[config.mk]
export PLATFORM = sky130hd
export DESIGN_NAME = flash_host
export DESIGN_NICKNAME = d
export VERILOG_FILES = /design/src/logic/flash_host.v /design/src/logic/pin_sync.v
export VERILOG_INCLUDE_DIRS = /design/src /design/src/logic
export SDC_FILE = /design/constraint.sdc
export NUM_CORES = 1
export LEC_CHECK = 0
export ABC_AREA = 1
export BUFFER_PORTS_ARGS = -buffer_cell sky130_fd_sc_hd__buf_2
export CORE_ASPECT_RATIO = 1.1
export CORE_MARGIN = 5
export CORE_UTILIZATION = 58
export CTS_BUF_LIST = sky130_fd_sc_hd__clkbuf_8
export DETAILED_ROUTE_END_ITERATION = 10
export GPL_ROUTABILITY_DRIVEN = 0
export GPL_TIMING_DRIVEN = 0
export MAX_ROUTING_LAYER = met4
export PLACE_DENSITY_LB_ADDON = 0.12
export REMOVE_ABC_BUFFERS = 1
export SYNTH_ARGS = -nofsm -noshare
export SYNTH_HDL_FRONTEND = slang
export SYNTH_SLANG_ARGS = --single-unit
export TNS_END_PERCENT = 10
[constraint.sdc]
create_clock -name sys_clk -period 2.65 [get_ports sys_clk]
set_input_delay 0.265 -clock sys_clk [delete_from_list [all_inputs] [get_ports sys_clk]]
set_output_delay 0.265 -clock sys_clk [all_outputs]
set_load 0.02 [all_outputs]
[src/logic/flash_host_map.vh]
// Constants for the parallel NOR flash host controller.
// Assumes inclusion by bare name from design files of this block.
`ifndef FLASH_HOST_MAP_VH
`define FLASH_HOST_MAP_VH
// Address and data widths of the external flash.
`define ADDR_W 19
`define DATA_W 8
// Sector field position within the byte address.
`define SECT_HI 18
`define SECT_LO 16
// Status bit positions in the polled byte.
`define POLL_BIT 7
`define TOGGLE_BIT 6
`define ETGT_BIT 2
// Bus timing in nanoseconds and the clock period.
`define CLK_NS 50
`define ACC_NS 90
`define WPW_NS 50
`define SETUP_NS 50
// Derived cycle counts; least times round up.
`define ACC_CYC ((`ACC_NS + `CLK_NS - 1) / `CLK_NS)
`define WPW_CYC ((`WPW_NS + `CLK_NS - 1) / `CLK_NS)
`define SETUP_CYC ((`SETUP_NS + `CLK_NS - 1) / `CLK_NS)
// Reset values.
`define RST_DATA 8'h00
`define RST_ADDR 19'h00000
`endif

[src/logic/flash_host.v]
// Host controller that runs read and write cycles on a byte-wide NOR flash.
// Assumes the flash sits on the pins below and times its own operations;
// a user issues one request at a time through the req/ack ports.
`timescale 1ns/1ns
`default_nettype none
`include "flash_host_map.vh"
// Behaviour
// - Host drives full 19-bit byte address.
// - Controls decode read, write or float.
// - Commands are ordinary host write cycles.
// - Host polls bit 6 and bit 2.
// - Address bits 18..16 select the sector.
module flash_host (
  input wire sys_clk,
  input wire rstn,
  input wire req,
  input wire req_write,
  input wire req_poll,
  input wire [`ADDR_W-1:0] req_addr,
  input wire [`DATA_W-1:0] req_wdata,
  output reg ack,
  output reg [`DATA_W-1:0] rdata,
  output reg op_done,
  output reg erase_target,
  output reg [2:0] sector,
  output reg [`ADDR_W-1:0] byte_address_bus,
  output reg [`DATA_W-1:0] byte_data_bus_o,
  output reg byte_data_bus_oe,
  input wire [`DATA_W-1:0] byte_data_bus_i,
  output reg select_n,
  output reg write_n,
  output reg gate_n
);
  // Controller states; binary codes, one idle home state.
  localparam [2:0] ST_IDLE = 3'h0; // Waiting for a request.
  localparam [2:0] ST_RD = 3'h1; // First or only read access.
  localparam [2:0] ST_WSET = 3'h2; // Address and data setup.
  localparam [2:0] ST_WPUL = 3'h3; // Write strobe low.
  localparam [2:0] ST_WHLD = 3'h4; // Data hold after the strobe.
  localparam [2:0] ST_PRD1 = 3'h5; // Gap cycle between poll reads.
  localparam [2:0] ST_PRD2 = 3'h6; // Second read of a poll pair.
  localparam [2:0] ST_DONE = 3'h7; // Acknowledge the request.
  // Cycle budget for a read includes two synchroniser stages, since the
  // returned byte is only seen two edges after it settles on the pins.
  localparam integer RD_CYC_I = `ACC_CYC + 2;
  localparam integer WP_CYC_I = `WPW_CYC;
  localparam integer SU_CYC_I = `SETUP_CYC;
  // The counter is four bits wide; the budgets are cut to it on purpose.
  localparam [3:0] RD_CYC = RD_CYC_I[3:0];
  localparam [3:0] WP_CYC = WP_CYC_I[3:0];
  localparam [3:0] SU_CYC = SU_CYC_I[3:0];
  // Present state of the sequencer.
  reg [2:0] state_r;
  // Counts cycles inside a timed phase; cleared when a phase begins.
  reg [3:0] cnt_r;
  reg poll_r; // Set while the request is a status poll pair.
  reg [`DATA_W-1:0] first_r; // First status byte of a poll pair.
  wire [`DATA_W-1:0] data_sync; // Data bus after two flip-flops.
  // Returned byte crosses into sys_clk through two flip-flops.
  pin_sync u_sync (
    .sys_clk(sys_clk),
    .rstn(rstn),
    .din(byte_data_bus_i),
    .dout(data_sync)
  );
  // Sector number carried by a byte address.
  function [2:0] sect_of;
    input [`ADDR_W-1:0] a;
    begin
      sect_of = a[`SECT_HI:`SECT_LO];
    end
  endfunction
  // Two reads differ in a toggle position while the flash is busy.
  function toggled;
    input [`DATA_W-1:0] x;
    input [`DATA_W-1:0] y;
    input integer b;
    begin
      toggled = x[b] ^ y[b];
    end
  endfunction
  // Main sequencer; all pins stay deselected and idle out of reset,
  // so the flash remains in array-read standby until asked.
  always @(posedge sys_clk or negedge rstn) begin
    if (!rstn) begin
      // Reset loads constants only, on every register.
      state_r <= ST_IDLE;
      cnt_r <= 4'h0;
      poll_r <= 1'b0;
      first_r <= `RST_DATA;
      ack <= 1'b0;
      rdata <= `RST_DATA;
      op_done <= 1'b0;
      erase_target <= 1'b0;
      sector <= 3'h0;
      byte_address_bus <= `RST_ADDR;
      byte_data_bus_o <= `RST_DATA;
      byte_data_bus_oe <= 1'b0;
      select_n <= 1'b1;
      write_n <= 1'b1;
      gate_n <= 1'b1;
    end else begin
      // Acknowledge is a pulse; it drops on every edge unless set below.
      ack <= 1'b0;
      case (state_r)
        ST_IDLE: begin
          // Requests are only taken here; others are ignored while busy.
          if (req) begin
            // Full address is driven for every access.
            byte_address_bus <= req_addr;
            // Address bits 18 to 16 give the sector for the caller.
            sector <= sect_of(req_addr);
            poll_r <= req_poll;
            cnt_r <= 4'h0;
            select_n <= 1'b0;
            if (req_write) begin
              // Commands and program data are plain write cycles; the
              // flash latches them at the strobe edges.
              byte_data_bus_o <= req_wdata;
              byte_data_bus_oe <= 1'b1;
              gate_n <= 1'b1;
              state_r <= ST_WSET;
            end else begin
              // Read: gate low and strobe high, our drivers released.
              byte_data_bus_oe <= 1'b0;
              write_n <= 1'b1;
              gate_n <= 1'b0;
              state_r <= ST_RD;
            end
          end
        end
        ST_RD: begin
          if (cnt_r == RD_CYC - 4'h1) begin
            // Deselect between the two status reads so each is a cycle.
            select_n <= 1'b1;
            gate_n <= 1'b1;
            cnt_r <= 4'h0;
            if (poll_r) begin
              first_r <= data_sync;
              state_r <= ST_PRD1;
            end else begin
              rdata <= data_sync;
              state_r <= ST_DONE;
            end
          end else begin
            cnt_r <= cnt_r + 4'h1;
          end
        end
        ST_WSET: begin
          // Address and data settle before the strobe falls.
          if (cnt_r == SU_CYC - 4'h1) begin
            write_n <= 1'b0;
            cnt_r <= 4'h0;
            state_r <= ST_WPUL;
          end else begin
            cnt_r <= cnt_r + 4'h1;
          end
        end
        ST_WPUL: begin
          // Strobe width counts here; the flash latches data on its rise.
          if (cnt_r == WP_CYC - 4'h1) begin
            write_n <= 1'b1;
            state_r <= ST_WHLD;
          end else begin
            cnt_r <= cnt_r + 4'h1;
          end
        end
        ST_WHLD: begin
          // Data is held one cycle past the rising strobe.
          select_n <= 1'b1;
          byte_data_bus_oe <= 1'b0;
          state_r <= ST_DONE;
        end
        ST_PRD1: begin
          // Second read of the status byte for toggle comparison.
          select_n <= 1'b0;
          gate_n <= 1'b0;
          state_r <= ST_PRD2;
        end
        ST_PRD2: begin
          // Same access length as the first read so both bytes are valid.
          if (cnt_r == RD_CYC - 4'h1) begin
            select_n <= 1'b1;
            gate_n <= 1'b1;
            rdata <= data_sync;
            // Steady toggle bit means the embedded operation ended and
            // the flash is back in read mode.
            op_done <= ~toggled(first_r, data_sync, `TOGGLE_BIT);
            // Bit 2 toggling marks a sector chosen for erase.
            erase_target <= toggled(first_r, data_sync, `ETGT_BIT);
            state_r <= ST_DONE;
          end else begin
            cnt_r <= cnt_r + 4'h1;
          end
        end
        ST_DONE: begin
          // One-cycle acknowledge, then back to idle for the next request.
          ack <= 1'b1;
          state_r <= ST_IDLE;
        end
        default: begin
          // Unused codes cannot occur, but recover to idle if they do.
          state_r <= ST_IDLE;
        end
      endcase
    end
  end
endmodule
`default_nettype wire

[src/logic/pin_sync.v]
// Two flip-flop synchroniser for the byte data bus returned by the flash.
// Assumes the flash drives the bus asynchronously to sys_clk.
`timescale 1ns/1ns
`default_nettype none
`include "flash_host_map.vh"
module pin_sync (
  input wire sys_clk,
  input wire rstn,
  input wire [`DATA_W-1:0] din,
  output reg [`DATA_W-1:0] dout
);
  // First stage; read only by the second stage.
  reg [`DATA_W-1:0] meta_r;
  // Both stages reset to a constant so no port value enters reset.
  always @(posedge sys_clk or negedge rstn) begin
    if (!rstn) begin
      meta_r <= `RST_DATA;
      dout <= `RST_DATA;
    end else begin
      meta_r <= din;
      dout <= meta_r;
    end
  end
endmodule
`default_nettype wire

==> metrics, run 1 <==
CP Max Fanout=31; Reg-to-Reg Start=state_r[2]; status=finished clean; Slew Viols, Final=0; first-pass detailed-route iteration total=4; fmax=0.461 GHz; pwr dens=1240 mW/mm^2; Post-DP HPWL=4.26 mm; Final period util=81.8%; vias in the first global route=2297; Leak=2.06 nW; Max-slew headroom=45.3%; final setup vio count=0; vias after detailed routing=2354; GRT Total Usage=20.7%; warnings from Yosys=0; CTS Sinks=68; # H-tree levels=3; Mapped Area=0.00303 sq mm; CP required=2.87 ns; Max Cap Viol=0; Crit. Startpoint=state_r[2]; Reg clk slew, reported paths=0.07 ns; DRT iter0 DRCs=112; Fillers=392; final clock skew=0.00707 ns; die width=78.9 microns; Min Hold Slack=0.0266 ns; Total Power=4.51 mW; critical path launch point type=register; reg2reg setup slack=0.48 ns; number of synthesized register bits=68; endpoint class of the critical path=register; WP data arrival=2.39 ns; clk_lat worst skew=0.34 ns; Final #Nets=451; first-pass GRT wire length=10.6 mm; remaining antenna violation count=0; CTS tree=done; crit path kind=reg -> reg; minimum clock period=2.17 ns; initial antenna violation count=0; ant diodes=0; worst reg2reg path endpoint=byte_address_bus[6]; Avg Cell Area, Syn=9.27 sq um; DR DRC count=0; Mapped Cells=327; Post-CTS Setup Inserts=0; TritonCTS Buffers=9; IO buf count=84; CTS max path bufs=2; Die Y=85.8 microns; largest net degree at the start of global routing=69; share of the yosys chip area belonging to registers=56.3%; TNS Setup=0 ns; Synth cell types=29; Hold Crit Class=in -> async; Slew @ Worst Pin=0.821 ns; peak supply drop=826 uV; share of cells above drive strength 1=33.8%; DR vias/cell=4.99; Final Hold Viols=0; Post-CTS Hold Fix Bufs=0; R2R cell count=6; CTS Root Cell=clkbuf_8; num rows=27; I/O Pins=85; number of gates resized after cts=0; final WL=6.07 mm; Core Area=0.00503 sq mm; routed len/inst=12.9 microns; grt ovf=0; area of the die=0.00677 sq mm; RSZ-0062 raised after global routing=no; Area growth syn-to-layout=19.6%; Initial Util=60.2%
==> cells in the final DEF (no fill, tap or decap), types with 2 or more instances in the layout <==
cell / instances
inv_2: 3
nand3_1: 29
dfstp_2: 3
o21ai_2: 8
inv_1: 18
o21ai_1: 3
nand2_4: 6
nand3_4: 2
ha_1: 2
buf_2: 83
a21oi_1: 2
clkinv_2: 3
inv_4: 2
nor2_2: 2
nand2_2: 7
nor2_4: 4
clkbuf_8: 10
dfrtp_1: 65
o21ai_0: 7
nor2_1: 12
nand2_1: 129
nand4_1: 4
==> state kept, by name (all words and copies together), names as in the netlist <==
name	count
cnt_r	4
sector	3
rdata	8
op_done	1
first_r	2
erase_target	1
write_n	1
gate_n	1
byte_data_bus_oe	1
u_sync.dout	8
state_r	3
select_n	1
byte_address_bus	16
u_sync.meta_r	8
byte_data_bus_o	8
ack	1
poll_r	1
==> power by group <==
| group | internal [mW] | leakage, nW | switching (mW) | total [mW] |
|---|---|---|---|---|
| logic | 0.674 | 1.11 | 1.26 | 1.94 |
| registers | 1.42 | 0.845 | 0.304 | 1.72 |
| clock network | 0.460 | 0.106 | 0.387 | 0.847 |
==> how the worst max path moves through the flow <==
stage / endpoint / slack, ns / cells past startpoint
2_1_floorplan: sector[0] / 0.87 / 6
3_3_place_gp: byte_address_bus[5] / 0.52 / 6
3_5_place_dp: byte_address_bus[15] / 0.50 / 6
4_1_cts: byte_address_bus[6] / 0.46 / 6
5_1_grt: byte_address_bus[9] / 0.27 / 6
6_report: byte_address_bus[6] / 0.48 / 6
==> logic make-up (layout without fill, tap and decap cells) <==
logic type | after synthesis | after routing | share of synthesized area (%)
xor gates and xnor gates | 2 | 2 | 0.578
AOI/OAI and AO/OA | 21 | 21 | 4.54
DFF | 68 | 68 | 56.3
adders and majority gates | 2 | 2 | 0.826
and+or+nand+nor | 197 | 197 | 30.8
buffers and inverters | 37 | 124 | 6.98
==> worst max-delay path, cell delays in order (launching register included) <==
cell and delay, ns:
dfrtp_1 0.58, bufinv_8 0.31, nand2_2 0.08, nor2_4 0.55, inv_2 0.32, nand2_1 0.15, nand2_1 0.06
==> layer usage <==
| metal | up-vias | global-route usage [%] | part of all wire (%) |
|---|---|---|---|
| met5 | - | - | 0 |
| met4 | 0 | 9.22 | 1.6 |
| li1 | 1186 | - | - |
| met1 | 1103 | 24.9 | 41 |
| met3 | 11 | 6.09 | 6.5 |
| met2 | 54 | 32.6 | 51 |
==> synth_stat cells, drive strengths merged <==
library cell | count | share of area, %
inv | 23 | 3.0
clkbuf | 1 | 0.12
nor2 | 19 | 4.0
ha | 2 | 0.83
o21ai | 18 | 4.0
dfrtp | 65 | 54
xor2 | 1 | 0.29
a21oi | 2 | 0.33
dfstp | 3 | 2.6
o21bai | 1 | 0.25
nand3 | 32 | 6.3
buf | 12 | 3.3
nand4 | 4 | 0.83
nand2 | 142 | 20
xnor2 | 1 | 0.29
bufinv | 1 | 0.58
==> stage by stage <==
step	worst slack (ns)	utilization, %	instance area, sq um	std cells
2_1_floorplan	0.873	-	2930	314
3_3_place_gp	0.521	68.0	3420	456
3_5_place_dp	0.498	68.0	3420	456
4_1_cts	0.455	72.0	3620	472
5_1_grt	0.269	72.0	3620	472
6_report	0.482	72.0	3620	472
==> area by class of cell <==
class	count	area, sq um	area share [%]
multi-input combinational	222	1110	30.7
tap	58	72.6	2.00
inverter	24	109	3.00
clock buffer	10	138	3.80
clock inverter	6	62.6	1.73
timing repair buffer	84	423	11.7
sequential	68	1710	47.1
Power figures use the tool's default switching activity.
==> inputs of run 2 (changes only) <==
--- a/config.mk
+++ b/config.mk
@@ -10,7 +10,7 @@
 export BUFFER_PORTS_ARGS = -buffer_cell sky130_fd_sc_hd__buf_2
 export CORE_ASPECT_RATIO = 1.1
 export CORE_MARGIN = 5
-export CORE_UTILIZATION = 58
+export CORE_UTILIZATION = 54
 export CTS_BUF_LIST = sky130_fd_sc_hd__clkbuf_8
 export DETAILED_ROUTE_END_ITERATION = 10
 export GPL_ROUTABILITY_DRIVEN = 0
==> constraint.sdc (replaced) <==
create_clock -name sys_clk -period 2 [get_ports sys_clk]
set_input_delay 0.2 -clock sys_clk [delete_from_list [all_inputs] [get_ports sys_clk]]
set_output_delay 0.2 -clock sys_clk [all_outputs]
set_load 0.02 [all_outputs]
==> run 2 against run 1 <==
Flip-flop and latch count unchanged. Clock skew decreased by 0.0011 ns. Via count increased by 1.7%. Count of clock-buffer cells in the layout decreased by 1. Cell count increased by 6.6%. Critical path depth decreased by 1. Highest routed layer unchanged. Worst setup slack got worse by 0.29 ns. First-iteration DRC count increased by 21%. Largest power group unchanged. Fmax increased by 20%.
==> metrics, run 2 (same netlist as run 1, synthesis figures left out) <==
status=finished clean; num rows=28; Core Area=0.00543 sq mm; TritonCTS Buffers=9; Leak=2.10 nW; routed len/inst=12.4 microns; critical path launch point type=register; CTS max path bufs=2; commonest non-fill, non-tap cell in the layout=nand2_1; ant diodes=0; CTS tree=done; Switching Fraction=44.6%; CP Cell Sequence=bufinv_8, nand2_2, nor2_2, nand2_1, nand2_1; GR Util met1=26.6%; first-pass GRT wire length=10.6 mm; crit-path max cell delay=0.59 ns; Final #Nets=465; number of gates resized after cts=0; Top cell by count, worst path=nand2_1; HP Start=req_addr[3]; Max Cap Viol=0; Reg clk slew, reported paths=0.07 ns; Die Y=88.6 microns; Buf/Inv on CP=1; Seq pwr share=39.0%; Slew Viols, Final=0; peak supply drop=924 uV; final setup vio count=0; grt met2 use=29.5%; Sw Pwr=2.61 mW; GRT Total Usage=20.2%; Max-slew headroom=43.8%; DR DRC count=0; max FFs per register=16; largest net degree at the start of global routing=69; endpoint class of the critical path=register; DRT iter0 DRCs=136; worst hold path depth=3; Crit. Startpoint=state_r[2]; pwr dens=1570 mW/mm^2; first-pass detailed-route iteration total=4; CP Max Fanout=15; minimum clock period=1.81 ns; # H-tree levels=3; Final period util=90.5%; I/O Pins=85; largest reg by FF count=byte_address_bus; WP data arrival=2.08 ns; CP required=2.28 ns; Slew @ Worst Pin=0.844 ns; RSZ-0062 raised after global routing=no; TNS Setup=0 ns; Initial Util=55.8%; fmax=0.553 GHz; vias in the first global route=2362; CTS Sinks=68; gr busiest metal=met2; Hold Crit Class=in -> reg; Worst Hold Endpoint=byte_address_bus[3]; Reg-to-Reg Start=state_r[2]; initial antenna violation count=0; IO buf count=84; combinational power share=44.9%; Post-DP HPWL=4.26 mm; Final Hold Viols=0; final WL=6.23 mm; internal power=3.25 mW; share of cells above drive strength 1=33.6%; remaining antenna violation count=0; most frequent cells in the layout=nand2_1, buf_2, dfrtp_1; DR vias/cell=4.76; clk_lat worst skew=0.33 ns; reg2reg setup slack=0.19 ns; vias after detailed routing=2394; Area growth syn-to-layout=23.4%; Final Util=68.9%; CP delay by family, top=simple AND/OR/NAND/NOR gates; Clk pwr share=16.1%; area of the die=0.00721 sq mm; worst reg2reg path endpoint=poll_r; slowest CP cell=dfrtp_1; R2R cell count=5; met3 Use GR=4.48%; crit path kind=reg -> reg; grt ovf=0; final clock skew=0.00599 ns; die width=81.4 microns; CTS Root Cell=clkbuf_8
-- run 2: what timing repair did --
action | 4_1_cts | 5_1_grt
buffers inserted | 0 | 4
hold buffers | 9 | 0
pin swaps | 1 | 1
setup endpoints to repair | 21 | 20
endpoints found under the hold margin | 28 | 0
gates cloned | 1 | 0
-- run 2: area by class of cell --
cell class / instances / area, sq um
inverter: 24 / 109
clock buffer: 9 / 124
tap: 75 / 93.8
sequential: 68 / 1710
clock inverter: 7 / 45.0
multi-input combinational: 223 / 1120
timing repair buffer: 97 / 543
fill: 458 / 1690
-- run 2: worst max path at each step --
stage,end,slack (ns),cells after the start
floorplan,sector[0],0.22,6
global placement,byte_address_bus[4],-0.15,6
detailed placement,byte_address_bus[11],-0.18,6
CTS,byte_address_bus[9],0.02,6
global route,sector[0],0.003,5
finish,poll_r,0.19,5
-- run 2: power by group through the flow --
stage,registers [mW],logic (mW),clock network [mW]
after floorplan,2.77,1.34,0
after global placement,2.29,2.55,0
after detailed placement,2.30,2.61,0
after CTS,2.29,2.64,0.974
after global routing,2.36,2.98,1.03
final,2.28,2.63,0.941
-- run 2: worst min-delay path, stage by stage --
cell     delay [ns]
buf_2          0.07
nand2_1        0.04
nand2_1        0.05
-- run 2: through the flow --
step	hold slack (ns)	area [sq um]	setup slack (ns)	power [mW]	instances
2_1_floorplan	-0.0956	2930	0.223	4.10	314
3_3_place_gp	0.308	3440	-0.154	4.84	473
3_5_place_dp	0.309	3440	-0.179	4.91	473
4_1_cts	0.0479	3710	0.0207	5.90	499
5_1_grt	0.0600	3740	0.00256	6.37	503
6_report	0.0588	3740	0.191	5.86	503
-- run 2: layer usage --
layer  wire length [microns]  share of wire, %
met3                     393               6.3
met5                       0                 0
met1                    2630                42
met4                     158               2.5
met2                    3040                49
